===== config.mk =====
export PLATFORM = sky130hd
export DESIGN_NAME = meas_mode_config_regs
export DESIGN_NICKNAME = d
export VERILOG_FILES = /design/src/core/meas_mode_config_pkg.sv /design/src/core/meas_mode_config_regs.sv
export SDC_FILE = /design/constraint.sdc
export NUM_CORES = 1
export LEC_CHECK = 0
export BUFFER_PORTS_ARGS = -buffer_cell sky130_fd_sc_hd__buf_2
export CAP_MARGIN = 20
export CORE_UTILIZATION = 55
export DETAILED_ROUTE_END_ITERATION = 8
export PLACE_DENSITY_LB_ADDON = 0.2
export SKIP_CTS_REPAIR_TIMING = 1
export SLEW_MARGIN = 25
export SYNTH_ARGS = -nofsm -noshare
export SYNTH_HDL_FRONTEND = slang
export SYNTH_SLANG_ARGS = --single-unit

===== constraint.sdc =====
create_clock -name I_CLK -period 2.4 [get_ports I_CLK]
set_input_delay 0.48 -clock I_CLK [delete_from_list [all_inputs] [get_ports I_CLK]]
set_output_delay 0.48 -clock I_CLK [all_outputs]
set_load 0.02 [all_outputs]

===== src/core/meas_mode_config_pkg.sv =====
// Constants and types for the measurement configuration registers
package meas_mode_config_pkg;

	// ==========================================================
	// Register offsets
	localparam logic [7:0] ADDR_SENSOR_STATUS   = 8'h01;
	localparam logic [7:0] ADDR_MEAS_PERIOD_HI  = 8'h02;
	localparam logic [7:0] ADDR_MEAS_PERIOD_LO  = 8'h03;
	localparam logic [7:0] ADDR_MEAS_MODE_CFG   = 8'h04;

	// ==========================================================
	// Reset values
	localparam logic [7:0] RST_MEAS_PERIOD_HI   = 8'h00;
	localparam logic [7:0] RST_MEAS_PERIOD_LO   = 8'h3c;
	localparam logic [7:0] RST_MEAS_MODE_CFG    = 8'h24;

	// ==========================================================
	// Period limits, one unit is one second
	localparam int         PERIOD_UNIT_S        = 1;
	localparam logic [15:0] PERIOD_MAX          = 16'h0fff;
	localparam logic [15:0] PERIOD_MIN          = 16'h0005;
	localparam logic [7:0] PERIOD_HI_FIELD_MAX  = 8'h0f;
	localparam logic [7:0] PERIOD_LO_FORCED     = 8'h05;
	localparam logic [7:0] PERIOD_LO_RSVD_LIMIT = 8'h05;

	// ==========================================================
	// Status register bit positions
	localparam int         STS_PWM_PIN_BIT      = 6;
	localparam int         STS_COMM_ERR_BIT     = 3;
	localparam int         STS_COMM_ERR_CLR_BIT = 0;

	// ==========================================================
	// Field encodings
	localparam logic [1:0] OPM_IDLE             = 2'h0;
	localparam logic [1:0] OPM_SINGLE           = 2'h1;
	localparam logic [1:0] OPM_CONT             = 2'h2;
	localparam logic [1:0] OPM_RSVD             = 2'h3;
	localparam logic [1:0] BOC_OFF              = 2'h0;
	localparam logic [1:0] BOC_AUTO             = 2'h1;
	localparam logic [1:0] BOC_FORCED           = 2'h2;

	typedef struct packed {
		logic [1:0] rsvd;
		logic       pwm_sw_output_enable;
		logic       pwm_mode;
		logic [1:0] baseline_comp_select;
		logic [1:0] operating_mode_field;
	} mode_cfg_t;

	// Gray along idle -> single -> continuous
	typedef enum logic [1:0] {
		RUN_IDLE   = 2'b00,
		RUN_SINGLE = 2'b01,
		RUN_CONT   = 2'b11
	} run_state_t;

endpackage


===== src/core/meas_mode_config_regs.sv =====
// Measurement period and mode configuration register bank
`timescale 1ns/100ps
`default_nettype none

module meas_mode_config_regs
(
	input  wire logic        I_CLK,
	input  wire logic        I_RESET_N,
	input  wire logic        i_WR_EN,
	input  wire logic        i_RD_EN,
	input  wire logic [7:0]  i_ADDR,
	input  wire logic [7:0]  i_WDATA,
	input  wire logic        i_PWM_DISABLE_PIN,
	input  wire logic        i_SINGLE_DONE,
	input  wire logic        i_FORCED_COMP_DONE,
	output logic      [7:0]  o_RDATA,
	output logic             o_RVALID,
	output logic      [15:0] o_ACTIVE_PERIOD,
	output logic             o_PERIOD_LATCHED,
	output logic             o_SINGLE_TRIGGER,
	output logic      [1:0]  o_OPERATING_MODE,
	output logic      [1:0]  o_BASELINE_COMP,
	output logic             o_PWM_MODE,
	output logic             o_PWM_OUT_ENABLE,
	output logic             o_COMM_ERROR
);

	// ==========================================================
	// Storage
	logic [7:0]                  meas_period_high;
	logic [7:0]                  meas_period_low;
	meas_mode_config_pkg::mode_cfg_t     meas_mode_config;
	meas_mode_config_pkg::run_state_t    run_state;
	meas_mode_config_pkg::run_state_t    next_run_state;
	logic                        comm_error_flag;
	logic                        pin_meta;
	logic                        pin_sync;
	logic                        pin_prev;

	// ==========================================================
	// Address decode
	wire logic wr_sts  = i_WR_EN
		&& (i_ADDR == meas_mode_config_pkg::ADDR_SENSOR_STATUS);
	wire logic wr_hi   = i_WR_EN
		&& (i_ADDR == meas_mode_config_pkg::ADDR_MEAS_PERIOD_HI);
	wire logic wr_lo   = i_WR_EN
		&& (i_ADDR == meas_mode_config_pkg::ADDR_MEAS_PERIOD_LO);
	wire logic wr_cfg  = i_WR_EN
		&& (i_ADDR == meas_mode_config_pkg::ADDR_MEAS_MODE_CFG);

	// ==========================================================
	// Period byte checks
	// Each write is judged alone against the stored other byte
	wire logic hi_bad  = wr_hi
		&& (i_WDATA > meas_mode_config_pkg::PERIOD_HI_FIELD_MAX);
	wire logic lo_bad  = wr_lo
		&& (i_WDATA < meas_mode_config_pkg::PERIOD_LO_RSVD_LIMIT);
	wire logic [7:0] next_lo = lo_bad
		? meas_mode_config_pkg::PERIOD_LO_FORCED : i_WDATA;
	wire logic [7:0] view_hi = wr_hi ? i_WDATA : meas_period_high;
	wire logic [7:0] view_lo = wr_lo ? next_lo : meas_period_low;
	// Period as it stands after this write
	wire logic signed [15:0] raw_period
		= $signed({view_hi, view_lo});
	wire logic signed [15:0] period_max
		= $signed(meas_mode_config_pkg::PERIOD_MAX);
	wire logic signed [15:0] period_min
		= $signed(meas_mode_config_pkg::PERIOD_MIN);
	// Negative values fall under the low limit as well
	wire logic [15:0] sat_period
		= (raw_period > period_max) ? meas_mode_config_pkg::PERIOD_MAX
		: (raw_period < period_min) ? meas_mode_config_pkg::PERIOD_MIN
		: raw_period;
	// Saturated value of a completed write counts as non-valid too
	wire logic period_bad = (wr_hi || wr_lo)
		&& (sat_period != raw_period);
	wire logic comm_err_set = hi_bad || lo_bad || period_bad;

	// ==========================================================
	// Mode field handling
	wire meas_mode_config_pkg::mode_cfg_t wr_cfg_val = i_WDATA;
	wire logic [1:0] wr_opm = wr_cfg_val.operating_mode_field;
	wire logic req_cont   = wr_cfg && (wr_opm == meas_mode_config_pkg::OPM_CONT);
	wire logic req_single = wr_cfg
		&& (wr_opm == meas_mode_config_pkg::OPM_SINGLE);
	// Reserved code 11 counts as idle
	wire logic req_idle = wr_cfg
		&& ((wr_opm == meas_mode_config_pkg::OPM_IDLE)
		|| (wr_opm == meas_mode_config_pkg::OPM_RSVD));
	wire logic enter_cont = req_cont
		&& (run_state == meas_mode_config_pkg::RUN_IDLE);
	wire logic single_end = (run_state == meas_mode_config_pkg::RUN_SINGLE)
		&& i_SINGLE_DONE;
	wire logic pwm_fall = pin_prev && !pin_sync;
	wire logic forced_end = i_FORCED_COMP_DONE
		&& (meas_mode_config.baseline_comp_select
		== meas_mode_config_pkg::BOC_FORCED);
	wire logic sts_clear = wr_sts
		&& i_WDATA[meas_mode_config_pkg::STS_COMM_ERR_CLR_BIT];

	// ==========================================================
	// Run state
	always_comb
	begin
		next_run_state = run_state;
		case (run_state)
			meas_mode_config_pkg::RUN_IDLE:
			begin
				if (req_single)
					next_run_state = meas_mode_config_pkg::RUN_SINGLE;
				else if (req_cont)
					next_run_state = meas_mode_config_pkg::RUN_CONT;
			end
			meas_mode_config_pkg::RUN_SINGLE:
			begin
				if (req_cont)
					next_run_state = meas_mode_config_pkg::RUN_CONT;
				else if (req_idle || single_end)
					next_run_state = meas_mode_config_pkg::RUN_IDLE;
			end
			meas_mode_config_pkg::RUN_CONT:
			begin
				if (req_idle)
					next_run_state = meas_mode_config_pkg::RUN_IDLE;
				else if (req_single)
					next_run_state = meas_mode_config_pkg::RUN_SINGLE;
			end
			default:
				next_run_state = meas_mode_config_pkg::RUN_IDLE;
		endcase
	end

	always_ff @(posedge I_CLK or negedge I_RESET_N)
	begin
		if (!I_RESET_N)
			run_state <= meas_mode_config_pkg::RUN_IDLE;
		else
			run_state <= next_run_state;
	end

	// ==========================================================
	// Disable pin synchroniser
	always_ff @(posedge I_CLK or negedge I_RESET_N)
	begin
		if (!I_RESET_N)
		begin
			pin_meta <= 1'b0;
			pin_sync <= 1'b0;
			pin_prev <= 1'b0;
		end
		else
		begin
			pin_meta <= i_PWM_DISABLE_PIN;
			pin_sync <= pin_meta;
			pin_prev <= pin_sync;
		end
	end

	// ==========================================================
	// Period registers
	always_ff @(posedge I_CLK or negedge I_RESET_N)
	begin
		if (!I_RESET_N)
		begin
			meas_period_high <= meas_mode_config_pkg::RST_MEAS_PERIOD_HI;
			meas_period_low  <= meas_mode_config_pkg::RST_MEAS_PERIOD_LO;
		end
		else
		begin
			if (wr_hi)
				meas_period_high <= i_WDATA;
			if (wr_lo)
				meas_period_low <= next_lo;
		end
	end

	// ==========================================================
	// Mode configuration register
	// Forced-done and pin-fall updates win over a software write in the same cycle; the write wins over single done
	always_ff @(posedge I_CLK or negedge I_RESET_N)
	begin
		if (!I_RESET_N)
			meas_mode_config <= meas_mode_config_pkg::RST_MEAS_MODE_CFG;
		else
		begin
			if (wr_cfg)
				meas_mode_config <= wr_cfg_val;
			if (single_end && !wr_cfg)
				meas_mode_config.operating_mode_field
					<= meas_mode_config_pkg::OPM_IDLE;
			if (forced_end)
				meas_mode_config.baseline_comp_select
					<= meas_mode_config_pkg::BOC_AUTO;
			if (pwm_fall)
				meas_mode_config.pwm_sw_output_enable <= 1'b1;
		end
	end

	// ==========================================================
	// Communication error flag, set beats clear
	always_ff @(posedge I_CLK or negedge I_RESET_N)
	begin
		if (!I_RESET_N)
			comm_error_flag <= 1'b0;
		else if (comm_err_set)
			comm_error_flag <= 1'b1;
		else if (sts_clear)
			comm_error_flag <= 1'b0;
	end

	// ==========================================================
	// Active period, held while running
	always_ff @(posedge I_CLK or negedge I_RESET_N)
	begin
		if (!I_RESET_N)
		begin
			o_ACTIVE_PERIOD  <= meas_mode_config_pkg::PERIOD_MIN;
			o_PERIOD_LATCHED <= 1'b0;
		end
		else
		begin
			o_PERIOD_LATCHED <= enter_cont;
			if (enter_cont)
				o_ACTIVE_PERIOD <= sat_period;
		end
	end

	// ==========================================================
	// Read port
	logic [7:0] sts_view;
	logic [7:0] rd_mux;
	always_comb
	begin
		sts_view = 8'h00;
		sts_view[meas_mode_config_pkg::STS_PWM_PIN_BIT]  = pin_sync;
		sts_view[meas_mode_config_pkg::STS_COMM_ERR_BIT] = comm_error_flag;
		case (i_ADDR)
			meas_mode_config_pkg::ADDR_SENSOR_STATUS:  rd_mux = sts_view;
			meas_mode_config_pkg::ADDR_MEAS_PERIOD_HI: rd_mux = meas_period_high;
			meas_mode_config_pkg::ADDR_MEAS_PERIOD_LO: rd_mux = meas_period_low;
			meas_mode_config_pkg::ADDR_MEAS_MODE_CFG:  rd_mux = meas_mode_config;
			default:                           rd_mux = 8'h00;
		endcase
	end

	always_ff @(posedge I_CLK or negedge I_RESET_N)
	begin
		if (!I_RESET_N)
		begin
			o_RDATA  <= 8'h00;
			o_RVALID <= 1'b0;
		end
		else
		begin
			o_RVALID <= i_RD_EN;
			if (i_RD_EN)
				o_RDATA <= rd_mux;
		end
	end

	// ==========================================================
	// Registered outputs
	always_ff @(posedge I_CLK or negedge I_RESET_N)
	begin
		if (!I_RESET_N)
		begin
			o_SINGLE_TRIGGER <= 1'b0;
			o_OPERATING_MODE <= meas_mode_config_pkg::OPM_IDLE;
			o_BASELINE_COMP  <= meas_mode_config_pkg::BOC_AUTO;
			o_PWM_MODE       <= 1'b0;
			o_PWM_OUT_ENABLE <= 1'b0;
			o_COMM_ERROR     <= 1'b0;
		end
		else
		begin
			o_SINGLE_TRIGGER <= req_single;
			o_OPERATING_MODE <= meas_mode_config.operating_mode_field;
			o_BASELINE_COMP  <= meas_mode_config.baseline_comp_select;
			o_PWM_MODE       <= meas_mode_config.pwm_mode;
			// Pin high blocks output whatever software says
			o_PWM_OUT_ENABLE <= meas_mode_config.pwm_sw_output_enable
				&& !pin_sync;
			o_COMM_ERROR     <= comm_error_flag;
		end
	end

endmodule

`default_nettype wire


* After elaboration in Yosys (flattened, before gate mapping)
Cells that the tools add are included.
W data, S select, Z words.
** Storage, ports and cells
- Register bits after elaboration :: 64
- Bits of input ports :: 23
- Output and inout bits :: 34
- Word-level logic and storage cells :: 90
** Cells by class
- Order comparisons :: 4
- Equality and inequality tests :: 14
- Mux-type cells :: 19
- Reductions and logical operators :: 31
** Operators with widths (count)
- $mux W16 :: 2
- $pmux W8 S4 :: 1
- $mux W8 :: 3
- $logic_and A1 B1 Y1 :: 17
- $eq A8 B2 Y1 const B :: 2
- $gt A16 B13 Y1 const B :: 1
- $lt A16 B4 Y1 const B :: 1
- $mux W2 :: 8
- $ne A16 B16 Y1 :: 1
- $eq A2 B2 Y1 const B :: 4
- $eq A8 B1 Y1 const B :: 1
- $eq A8 B3 Y1 const B :: 1
- $gt A8 B4 Y1 const B :: 1
- $lt A8 B3 Y1 const B :: 1
- $reduce_bool A2 Y1 :: 4
- $mux W6 :: 1
- $ne A3 B3 Y1 const B :: 2
- $pmux W2 S3 :: 1
- $logic_or A1 B1 Y1 :: 5
- $eq A2 B1 Y1 const B :: 2
- $logic_not A2 Y1 :: 2
- $mux W1 :: 3
- $ne A3 B2 Y1 const B :: 1
- $reduce_and A3 Y1 :: 1
- $logic_not A1 Y1 :: 2

* Longest topological paths before layout
Gate-level depths: netlist of the first run.
- Word-level depth :: 12
- Mapped depth :: 13
- Depth with buffers taken out :: 12

* Worst setup path after synthesis of the first run
OpenSTA, ideal clock, no wires.
- Path kind :: input port to flip-flop
- Start :: input port i_WDATA[7]
- End :: register o_ACTIVE_PERIOD[5]
- Library setup time :: 0.073 ns
- Data arrival time :: 2.889 ns
- Data required time :: 2.327 ns
- Path slack :: -0.561 ns
- Cell stages on the path :: 11
- Path buffers :: 2
- Path through :: or4_1 -> buf_2 -> o31a_1 -> mux2_4 -> o21ai_2 -> nor4b_4 -> ha_1 -> inv_1 -> clkbuf_1 -> a211oi_1 -> nor2_1
** Between the ends
- Longest elaborated chain between the ends :: 7
- Elaborated cells between the ends (all ways) :: 9
- Classes of those cells :: order compare (3); mux (5); reduce/logical (1)
** RTL lines
- start: declaration :: line meas_mode_config_regs.sv:12 : input wire logic [7:0] i_WDATA,
- $lt A8 B3 Y1 (*) :: line meas_mode_config_regs.sv:57 : && (i_WDATA < meas_mode_config_pkg::PERIOD_LO_RSVD_LIMIT);
- $logic_and A1 B1 Y1 (*) :: line meas_mode_config_regs.sv:57
- $mux W8 (*) :: line meas_mode_config_regs.sv:59 : ? meas_mode_config_pkg::PERIOD_LO_FORCED : i_WDATA;
- $mux W8 (*)
- via view_lo[1] :: line meas_mode_config_regs.sv:61 : wire logic [7:0] view_lo = wr_lo ? next_lo : meas_period_low;
- $lt A16 B4 Y1 :: line meas_mode_config_regs.sv:72 : : (raw_period < period_min) ? meas_mode_config_pkg::PERIOD_MIN
- $mux W16 :: line meas_mode_config_regs.sv:72
- $mux W16 (*) :: line meas_mode_config_regs.sv:71 : = (raw_period > period_max) ? meas_mode_config_pkg::PERIOD_MAX
- end signal: assignment :: line meas_mode_config_regs.sv:217 : o_ACTIVE_PERIOD <= meas_mode_config_pkg::PERIOD_MIN;
- end signal: assignment :: line meas_mode_config_regs.sv:224 : o_ACTIVE_PERIOD <= sat_period;
- end: declaration :: line meas_mode_config_regs.sv:18 : output logic [15:0] o_ACTIVE_PERIOD,
Mark *: on every way through the listed nets, which the timed path passes. The rest lies on a longest branch.
A chain may end at the register's enable or synchronous reset.

* Worst setup path in the final report of the first run
- Start :: input port i_WDATA[7]
- End :: register comm_error_flag
** Between the ends
- Longest elaborated chain between the ends :: 11
- Elaborated cells between the ends (all ways) :: 17
- Classes of those cells :: order compare (4); eq/ne (1); mux (6); reduce/logical (6)
** RTL lines
- $lt A8 B3 Y1 (*) :: line meas_mode_config_regs.sv:57
- $logic_and A1 B1 Y1 (*) :: line meas_mode_config_regs.sv:57
- $mux W8 (*) :: line meas_mode_config_regs.sv:59
- $mux W8 (*)
- via view_lo[1] :: line meas_mode_config_regs.sv:61
- $lt A16 B4 Y1 :: line meas_mode_config_regs.sv:72
- $mux W16 :: line meas_mode_config_regs.sv:72
- $mux W16 :: line meas_mode_config_regs.sv:71
- $ne A16 B16 Y1 (*) :: line meas_mode_config_regs.sv:76 : && (sat_period != raw_period);
- $logic_and A1 B1 Y1 (*) :: line meas_mode_config_regs.sv:76
- $logic_or A1 B1 Y1 (*) :: line meas_mode_config_regs.sv:77 : wire logic comm_err_set = hi_bad || lo_bad || period_bad;
- $mux W1 or $reduce_bool A2 Y1 (tied branches)
- end signal: assignment :: line meas_mode_config_regs.sv:204 : comm_error_flag <= 1'b0;
- end signal: assignment :: line meas_mode_config_regs.sv:206 : comm_error_flag <= 1'b1;
- end signal: assignment :: line meas_mode_config_regs.sv:208 : comm_error_flag <= 1'b0;
- end: declaration :: line meas_mode_config_regs.sv:35 : logic comm_error_flag;
Marks and branches as above.

==> run summary, run 1 <==
Failing checks: setup timing
Die width: 76.7 um
Critical Path Max Stage Delay: 0.53 ns
Mapped Cells: 301
Achievable Freq: 397 MHz
Critical path endpoint: comm_error_flag
H-tree depth: 3
Syn Area/Cell: 10.2 sq um
Routability congestion estimate: 0.905
Synthesized flop and latch total: 64
Primary FF master, synth: dfrtp_1
DR vias: 2623
Global-route wire length before repair: 12200 um
N_diodes: 0
Avg WL per Cell: 16.7 um
Util after Layout: 76.4%
Total Nets Final: 419
Clock Sinks: 64
Clock share of power: 35.7%
Total power: 2.63 mW
RR Startpoint: meas_period_high[2]
Synth top area share: 44.8%
Yosys synthesis warning count: 0
Sw power: 0.738 mW
P_leak: 1.99 nW
Iter 0 DRT Violations: 246
Synthesized area: 0.00307 sq mm
Path depth of the worst reg2reg path: 9
Max cap viols: 0
Post-synthesis cell type count: 50
Largest net degree at the start of global routing: 27
Initial antenna violation count: 0
Fin worst setup slack: -0.122 ns
GR Overflow Total: 0
Vias per inst: 5.62
Layout cells sized above 1: 37.8%
Status: finished with violations
Reg clk slew, reported paths: 0.07 ns
Root Buffer: clkbuf_8
Worst-Margin Slew: 0.666 ns
Post-layout minimum cycle time: 2.52 ns
CP arrival: 2.73 ns
Critical Path RT: 2.61 ns
Vias in the first global route: 2504
Endpoints failing setup: 13
R2r setup slk: 0.21 ns
HPWL after DPL: 5560 um
Share of flip-flops with an asynchronous set or reset: 100%
Startpoint Class: primary input
Crit path max fanout: 4
Drt first pass iters: 4
Starting Density: 58.6%
IO Port Bufs: 56
Core Footprint: 0.00524 sq mm
Final period util: 105%
IO Pins: 57
Die area: 0.00589 sq mm
Top post-synthesis cells by area: dfrtp_1 45%, dfstp_2 7.7%, nor2_1 5.9%, mux2_1 4.4%, nand2_1 3.5%
Sw Share: 28.1%
Crit. Startpoint: i_WDATA[7]
Overall routing resource usage: 27.3%
Max-slew violation count: 0
Relative slew slack: 55.6%
Int Power: 1.89 mW
Worst path slowest cell: or4_4
RSZ-0062 raised after global routing: true
Class of the worst hold path: primary input to asynchronous set/reset pin
Post-synth EDFFs: 0
Dominant cell type by area after synthesis: dfrtp_1
Critical Path Sink Type: flop
Syn Nets: 328
Reg2reg end: comm_error_flag
CP Cell Sequence: buf_6 -> or4_4 -> o31a_1 -> mux2_4 -> o21ai_2 -> nor4b_4 -> ha_4 -> xor2_1 -> a22o_2 -> o21ai_1 -> nand3_1
Die Y-Extent: 76.7 um
Worst vdd ir: 0.468 mV
Gate power share: 19.2%
Post-route DRC: 0
Sequential Power Share: 45.1%
Num rows: 26
Detail Route Antenna Nets: 0
Maximum root-to-sink buffer count: 2
PwrDens: 656 mW/mm^2
Total Routed Length: 7800 um
Area Growth Syn to Fin: 30.3%
Worst skew pair latency: 0.34 ns
Clock Skew: 0.00723 ns
CTS tree: built
Worst Setup Path Type: primary input to flop
Number of buffers created by CTS: 9
Seq/Total Area, Yosys: 52.5%
Final hold vios: 0
## critical path, delay by kind of cell
kind / cells / cell delay, ns
compound gates: 4 / 0.73
xor+xnor: 1 / 0.07
fa+ha+maj: 1 / 0.20
buf+inv: 1 / 0.09
mux: 1 / 0.28
simple gates: 3 / 0.87
## layout make-up
| type | count | area (sq um) |
|---|---|---|
| Sequential cell | 64 | 1610 |
| Multi-Input combinational cell | 205 | 1390 |
| Fill cell | 367 | 1230 |
| Timing Repair Buffer | 98 | 654 |
| Clock buffer | 10 | 138 |
| Tap cell | 70 | 87.6 |
| Clock inverter | 6 | 67.6 |
| Inverter | 14 | 57.6 |
## stage by stage
stage	hold slack, ns	cell area (sq um)	setup TNS, ns	setup WS (ns)	cells
floorplan	0.184	3120	-4.67	-0.374	301
global placement	0.335	3680	-5.90	-0.430	447
detailed placement	0.337	3680	-6.52	-0.478	447
CTS	0.100	3890	-0.882	-0.118	463
global route	0.125	4000	-1.54	-0.177	467
finish	0.0906	4000	-0.505	-0.122	467
## power by group through the flow
| stage | clock network, mW | registers [mW] | logic [mW] |
|---|---|---|---|
| after floorplan | 0 | 1.22 | 0.220 |
| after global placement | 0 | 1.20 | 0.400 |
| after detailed placement | 0 | 1.20 | 0.412 |
| after CTS | 0.954 | 1.18 | 0.414 |
| after global routing | 0.999 | 1.19 | 0.537 |
| final | 0.939 | 1.18 | 0.504 |
## cell families (layout without fill, tap and decap cells)
family	after synthesis	after routing	share of synthesized area, %
xor gates and xnor gates	2	2	0.570
DFF	64	64	52.5
buffers and inverters	32	128	4.97
adders and majority gates	4	4	1.63
muxes	22	22	8.06
AOI/OAI and AO/OA	62	62	13.9
and+or+nand+nor	115	115	18.4
## synth_stat cells, types with 2 or more instances
master,number
dfrtp_1,55
nor2_1,48
nand2_1,29
a21oi_1,16
inv_1,14
mux2_1,12
dfstp_2,9
o22ai_1,9
a22oi_1,8
nor3_1,8
buf_2,7
clkbuf_1,7
a211oi_1,6
mux2_2,6
a211oi_2,4
ha_1,4
nand3_1,4
nand4b_1,4
nor2b_1,4
o21ai_0,4
o21ai_1,4
mux2i_1,3
nand4_1,3
and3_1,2
and3b_1,2
buf_1,2
nand2b_1,2
nor4_1,2
nor4b_4,2
## cell usage in the layout, fill, tap and decap left out, drive strengths merged, types with 8 or more instances in the layout
cell type	instances
inv	15
nand2	29
clkbuf	11
o22ai	9
o21ai	9
a211oi	10
mux2	19
buf	97
a22oi	8
nor3	8
a21oi	16
dfstp	9
dfrtp	55
nor2	48
## how the worst min path moves through the flow
stage | to | slack, ns | cells after the start
final | pin_sync | 0.09 | 1
after global routing | o_PWM_OUT_ENABLE | 0.13 | 1
after CTS | pin_sync | 0.10 | 1
after detailed placement | pin_sync | 0.34 | 0
after global placement | pin_sync | 0.34 | 0
after floorplan | comm_error_flag | 0.18 | 0
## metal layers
metal | GRT usage, % | part of all wire [%] | vias up
met5 | 0 | 0 | -
met1 | 35.5 | 44 | 1268
li1 | - | - | 1234
met4 | 16.0 | 3.4 | 0
met3 | 5.60 | 5.4 | 24
met2 | 42.3 | 47 | 97
## flip-flops by register name (all words and copies together), names as in the netlist, 2 cells and up
| signal | count |
|---|---|
| meas_period_high | 8 |
| meas_mode_config | 8 |
| o_BASELINE_COMP | 2 |
| o_RDATA | 8 |
| o_OPERATING_MODE | 2 |
| run_state | 2 |
| meas_period_low | 8 |
| o_ACTIVE_PERIOD | 16 |
(Power assumes the default switching activity.)
==> run 2, diff against run 1 <==
--- a/config.mk
+++ b/config.mk
@@ -9,9 +9,8 @@
 export CAP_MARGIN = 20
 export CORE_UTILIZATION = 55
 export DETAILED_ROUTE_END_ITERATION = 8
-export PLACE_DENSITY_LB_ADDON = 0.2
+export PLACE_DENSITY = 0.88
 export SKIP_CTS_REPAIR_TIMING = 1
-export SLEW_MARGIN = 25
 export SYNTH_ARGS = -nofsm -noshare
 export SYNTH_HDL_FRONTEND = slang
 export SYNTH_SLANG_ARGS = --single-unit
==> run 2 against run 1 <==
Against the previous run: the run still ends with setup timing left; count of clock-buffer cells in the layout is 4 higher; critical path depth stayed put; register-to-register slack better by 0.03 ns; sequential cell count stayed put; clock power is 8.1% lower; largest cell class unchanged; die area stayed put; global-route usage is 1.4 points higher; final cell count stayed put; combinational power is 3% higher.
==> run summary, run 2 (synthesized netlist as in run 1, its figures left out) <==
Status: finished with violations
Failing checks: setup timing
Largest net degree at the start of global routing: 65 (+140%)
Max reg flops: 16 (unchanged)
Sequential Power Share: 46.2% (+1.1 points)
Num rows: 26 (unchanged)
Gate power share: 20.1% (+0.9 points)
Crit. Startpoint: i_WDATA[7]
Overall routing resource usage: 28.7% (+1.4 points)
Critical path endpoint: comm_error_flag
IO Port Bufs: 56 (unchanged)
Area Growth Syn to Fin: 29.5%
Die Y-Extent: 76.7 um (unchanged)
Fill count: 364 (-0.82%)
Sw power: 0.720 mW (-2.4%)
Pre-CTS WS: -0.482 ns (-0.00372 ns)
Vias per inst: 5.91 (+5.2%)
Final period util: 104% (-1.2 points)
Reg2reg end: comm_error_flag
Detail Route Antenna Nets: 0 (unchanged)
Global-route wire length before repair: 12900 um (+5.0%)
Setup TNS: -0.103 ns (+0.402 ns)
PwrDens: 645 mW/mm^2 (-1.7%)
Initial antenna violation count: 0 (unchanged)
Avg WL per Cell: 17.6 um (+5.3%)
N_diodes: 0 (unchanged)
Vias in the first global route: 2634 (+5.2%)
Int Power: 1.85 mW (-2.3%)
IO Pins: 57 (unchanged)
Most frequent cells in the layout: 55 x dfrtp_1, 54 x buf_2, 48 x nor2_1, 37 x buf_4, 29 x nand2_1
CP arrival: 2.71 ns (-0.02 ns)
Die area: 0.00589 sq mm (unchanged)
Metal2 WL: 3930 um (+6.6%)
Clock Skew: 0.00433 ns (-0.00290 ns)
Achievable Freq: 401 MHz (+1.2%)
Total Routed Length: 8210 um (+5.3%)
Clock share of power: 33.6% (-2.1 points)
Commonest non-fill, non-tap cell in the layout: dfrtp_1
HPWL after DPL: 5740 um (+3.3%)
Root Buffer: clkbuf_8
Number of buffers created by CTS: 9 (unchanged)
Starting Density: 58.6% (unchanged)
Max-slew violation count: 0 (unchanged)
GR Overflow Total: 0 (unchanged)
Class of the worst hold path: primary input to asynchronous set/reset pin
Met1 Wirelength: 3320 um (-2.9%)
RR Startpoint: meas_period_high[2]
P_leak: 1.99 nW (-0.45%)
Die width: 76.7 um (unchanged)
Endpoints failing setup: 3 (-10)
Path depth of the worst reg2reg path: 9 (unchanged)
Iter 0 DRT Violations: 335 (+36%)
Post-route DRC: 0 (unchanged)
Maximum root-to-sink buffer count: 2 (unchanged)
Util after Layout: 75.9% (-0.48 points)
Core Footprint: 0.00524 sq mm (unchanged)
Worst Setup Path Type: primary input to flop
Met3 routed WL: 576 um (+37%)
Highest Signal Layer: met4
Largest Register: o_ACTIVE_PERIOD
Sw Share: 28.1% (about the same)
Startpoint Class: primary input
DR vias: 2759 (+5.2%)
Final hold vios: 0 (unchanged)
Worst-Margin Slew: 0.591 ns (-0.0753 ns)
Relative slew slack: 60.6% (+5.0 points)
Clock Sinks: 64 (unchanged)
Layout cells sized above 1: 37.3% (-0.50 points)
Critical Path Sink Type: flop
Total Nets Final: 419 (unchanged)
Worst vdd ir: 0.486 mV (+3.9%)
Routability congestion estimate: 0.976 (+7.9%)
CTS tree: built
Fin worst setup slack: -0.0921 ns (+0.0297 ns)
R2r setup slk: 0.24 ns (+0.03 ns)
Max cap viols: 0 (unchanged)
Critical Path RT: 2.61 ns (about the same)
H-tree depth: 3 (unchanged)
Drt first pass iters: 5 (+1)
Crit path max fanout: 4 (unchanged)
Post-layout minimum cycle time: 2.49 ns (-0.0297 ns)
RSZ-0062 raised after global routing: true
Worst skew pair latency: 0.35 ns (about the same)
Reg clk slew, reported paths: 0.07 ns (about the same)
run 2: worst max-delay path: stages:
cell and delay [ns]:
buf_6 0.09, or4_4 0.52, o31a_1 0.25, mux2_4 0.28, o21ai_2 0.13, nor4b_4 0.24, ha_4 0.19, xor2_1 0.06
a22o_2 0.24, o21ai_1 0.12, nand3_1 0.08
run 2: power groups by stage:
stage                     clock, mW  combinational (mW)  sequential [mW]
after floorplan                   0               0.220             1.22
after global placement            0               0.398             1.20
after detailed placement          0               0.413             1.20
after CTS                     0.868               0.418             1.19
after global routing          0.917               0.552             1.19
final                         0.863               0.517             1.19
run 2: worst min-delay path by stage:
stage,startpoint,endpoint,slack [ns]
floorplan,I_RESET_N,comm_error_flag,0.18
global placement,pin_meta,pin_sync,0.34
detailed placement,pin_meta,pin_sync,0.34
CTS,I_RESET_N,o_BASELINE_COMP[1],0.14
global route,I_RESET_N,pin_sync,0.17
finish,I_RESET_N,o_BASELINE_COMP[1],0.13
run 2: through the flow:
| stage | std cells | power [mW] | cell area (sq um) | hold WS (ns) |
|---|---|---|---|---|
| after floorplan | 301 | 1.44 | 3120 | 0.184 |
| final | 467 | 2.57 | 3980 | 0.129 |
| after CTS | 465 | 2.47 | 3880 | 0.143 |
| after global placement | 449 | 1.60 | 3700 | 0.338 |
| after detailed placement | 449 | 1.62 | 3700 | 0.341 |
| after global routing | 467 | 2.66 | 3980 | 0.168 |
run 2: cell type report:
type                            count  area [sq um]  area share [%]
Clock inverter                      2          12.5           0.315
Tap cell                           70          87.6            2.20
Timing Repair Buffer               98           658            16.5
Sequential cell                    64          1610            40.5
Inverter                           14          57.6            1.45
Multi-Input combinational cell    205          1380            34.6
Clock buffer                       14           173            4.34
run 2: per-layer routing:
metal | GRT usage, % | vias to the layer above
met5 | 0 | -
met1 | 37.4 | 1330
met2 | 44.6 | 155
met4 | 18.5 | 0
met3 | 4.88 | 37
li1 | - | 1237
==> run 3, diff against run 2 <==
--- a/config.mk
+++ b/config.mk
@@ -7,9 +7,10 @@
 export LEC_CHECK = 0
 export BUFFER_PORTS_ARGS = -buffer_cell sky130_fd_sc_hd__buf_2
 export CAP_MARGIN = 20
-export CORE_UTILIZATION = 55
+export CORE_UTILIZATION = 57
+export CTS_BUF_LIST = sky130_fd_sc_hd__clkbuf_4 sky130_fd_sc_hd__clkbuf_8
 export DETAILED_ROUTE_END_ITERATION = 8
-export PLACE_DENSITY = 0.88
+export PLACE_DENSITY = 0.91
 export SKIP_CTS_REPAIR_TIMING = 1
 export SYNTH_ARGS = -nofsm -noshare
 export SYNTH_HDL_FRONTEND = slang
==> run 3 against run 2 <==
Against the previous run: the flow still finishes with violations (setup timing); sequential share of layout area is 0.10 points lower; count of clock-buffer cells in the layout is 3 lower; sequential cell count stayed put; sequential power hardly changed; register-to-register slack hardly changed; first-iteration DRC count is 16% lower; critical path depth is 3 higher; power is 2.6% higher; global-route usage is 2.1 points higher; maximum frequency hardly changed; clock skew is 0.0036 ns higher; design area is 0.25% higher.
==> run summary, run 3 (synthesized netlist as in run 1, its figures left out) <==
Status: finished with violations
Failing checks: setup timing
Total power: 2.63 mW (+2.6%)
Fill count: 350 (-3.8%)
Crit path max fanout: 4 (unchanged)
R2r setup slk: 0.25 ns (about the same)
DR vias: 2746 (-0.47%)
Num rows: 26 (unchanged)
CTS tree: built
CP Cell Sequence: buf_6 -> or4_4 -> buf_4 -> buf_4 -> o21bai_1 -> mux2_2 -> o21ai_2 -> nor4b_4 -> ha_4 -> buf_4 -> nor3_1 -> a21oi_1 -> o21ai_1 -> nand3_1
Clock Sinks: 64 (unchanged)
Final period util: 104% (about the same)
Starting Density: 59.8% (+1.1 points)
Gate power share: 18.7% (-1.4 points)
GR Overflow Total: 0 (unchanged)
Final hold vios: 0 (unchanged)
Initial antenna violation count: 0 (unchanged)
H-tree depth: 3 (unchanged)
IO Pins: 57 (unchanged)
Max reg flops: 16 (unchanged)
Hold WS: 0.161 ns (+0.0314 ns)
Fin worst setup slack: -0.0918 ns (+0.000382 ns)
Critical Path Sink Type: flop
RR Startpoint: meas_period_high[3]
Drt first pass iters: 4 (-1)
Largest net degree at the start of global routing: 37 (-43%)
Post-layout minimum cycle time: 2.49 ns (-0.000382 ns)
Critical Path Max Stage Delay: 0.54 ns (+0.02 ns)
PwrDens: 660 mW/mm^2 (+2.3%)
Achievable Freq: 401 MHz (about the same)
Die width: 75.4 um (-1.7%)
Relative slew slack: 54.7% (-5.9 points)
Total Routed Length: 8150 um (-0.76%)
Critical path's most frequent cell: buf_4
Max cap viols: 0 (unchanged)
Class of the worst hold path: primary input to asynchronous set/reset pin
Die Y-Extent: 75.4 um (-1.7%)
Core Footprint: 0.00514 sq mm (-1.9%)
Path depth of the worst reg2reg path: 9 (unchanged)
Max-slew violation count: 0 (unchanged)
Clock Skew: 0.00793 ns (+0.00361 ns)
Sw power: 0.730 mW (+1.4%)
Die area: 0.00569 sq mm (-3.4%)
Vias per inst: 5.87 (-0.68%)
Area Growth Syn to Fin: 29.8%
CP arrival: 2.70 ns (about the same)
Root Buffer: clkbuf_8
Detail Route Antenna Nets: 0 (unchanged)
Maximum root-to-sink buffer count: 2 (unchanged)
Worst path slowest cell: or4_4
Worst skew pair latency: 0.35 ns (about the same)
Global-route wire length before repair: 12400 um (-3.2%)
IO Port Bufs: 56 (unchanged)
Iter 0 DRT Violations: 281 (-16%)
Sequential Power Share: 45.0% (-1.2 points)
N_diodes: 0 (unchanged)
Worst-Margin Slew: 0.680 ns (+0.0889 ns)
Avg WL per Cell: 17.4 um (-0.97%)
Largest Register: o_ACTIVE_PERIOD
HPWL after DPL: 5850 um (+1.8%)
Clock share of power: 36.3% (+2.7 points)
Overall routing resource usage: 30.8% (+2.1 points)
Most frequent cells in the layout: 55 x dfrtp_1, 54 x buf_2, 48 x nor2_1, 40 x buf_4, 29 x nand2_1
Vias in the first global route: 2621 (-0.49%)
Critical Path RT: 2.61 ns (about the same)
Layout cells sized above 1: 37.4% (+0.16 points)
Int Power: 1.90 mW (+3.1%)
Number of buffers created by CTS: 9 (unchanged)
Worst vdd ir: 0.376 mV (-23%)
Setup TNS: -0.285 ns (-0.182 ns)
Startpoint Class: primary input
Endpoints failing setup: 10 (+7)
Worst Setup Path Type: primary input to flop
Reg2reg end: comm_error_flag
Commonest non-fill, non-tap cell in the layout: dfrtp_1
P_leak: 1.99 nW (+0.36%)
Post-route DRC: 0 (unchanged)
Reg clk slew, reported paths: 0.07 ns (about the same)
Pre-CTS WS: -0.476 ns (+0.00613 ns)
Total Nets Final: 420 (+0.24%)
Routability congestion estimate: 0.920 (-5.8%)
RSZ-0062 raised after global routing: true
Sw Share: 27.7% (-0.32 points)
[run 3: how the worst max path moves through the flow]
stage	startpoint	to	slack, ns	cells past startpoint
after global routing	i_WDATA[5]	comm_error_flag	-0.17	11
final	i_WDATA[5]	comm_error_flag	-0.09	14
after global placement	i_WDATA[7]	comm_error_flag	-0.44	11
after CTS	i_WDATA[7]	o_ACTIVE_PERIOD[5]	-0.12	11
after detailed placement	i_WDATA[7]	o_ACTIVE_PERIOD[5]	-0.48	11
after floorplan	i_WDATA[7]	comm_error_flag	-0.37	11
[run 3: power groups by stage]
stage,logic (mW),registers (mW),clock network (mW)
final,0.493,1.18,0.955
after global routing,0.530,1.19,1.01
after CTS,0.418,1.18,0.956
after detailed placement,0.417,1.20,0
after global placement,0.404,1.20,0
after floorplan,0.220,1.22,0
[run 3: worst max-delay path, delay by kind of cell]
| family | cells | cell delay [ns] |
|---|---|---|
| compound gates | 4 | 0.39 |
| simple gates | 4 | 0.92 |
| mux | 1 | 0.19 |
| fa+ha+maj | 1 | 0.18 |
| buf+inv | 4 | 0.55 |
[run 3: metal layers]
layer	up-vias	part of all wire (%)	GRT usage, %
met5	-	0	0
met4	0	2.8	18.7
met3	25	7.8	6.08
met2	139	48	47.9
met1	1349	42	40.1
li1	1233	-	-
[run 3: per-stage QoR]
step                      std cells  cell area [sq um]  util (%)
after floorplan                 301               3120         -
after global placement          448               3690      71.8
after detailed placement        448               3690      71.8
after CTS                       464               3890      75.8
after global routing            468               3990      77.6
final                           468               3990      77.6
[run 3: area by class of cell]
| type | count | area [sq um] | share of cell area, % |
|---|---|---|---|
| sequential | 64 | 1610 | 40.4 |
| tap | 70 | 87.6 | 2.20 |
| inverter | 14 | 57.6 | 1.44 |
| timing repair buffer | 99 | 658 | 16.5 |
| clock buffer | 11 | 151 | 3.80 |
| clock inverter | 5 | 55.1 | 1.38 |
| multi-input combinational | 205 | 1370 | 34.2 |
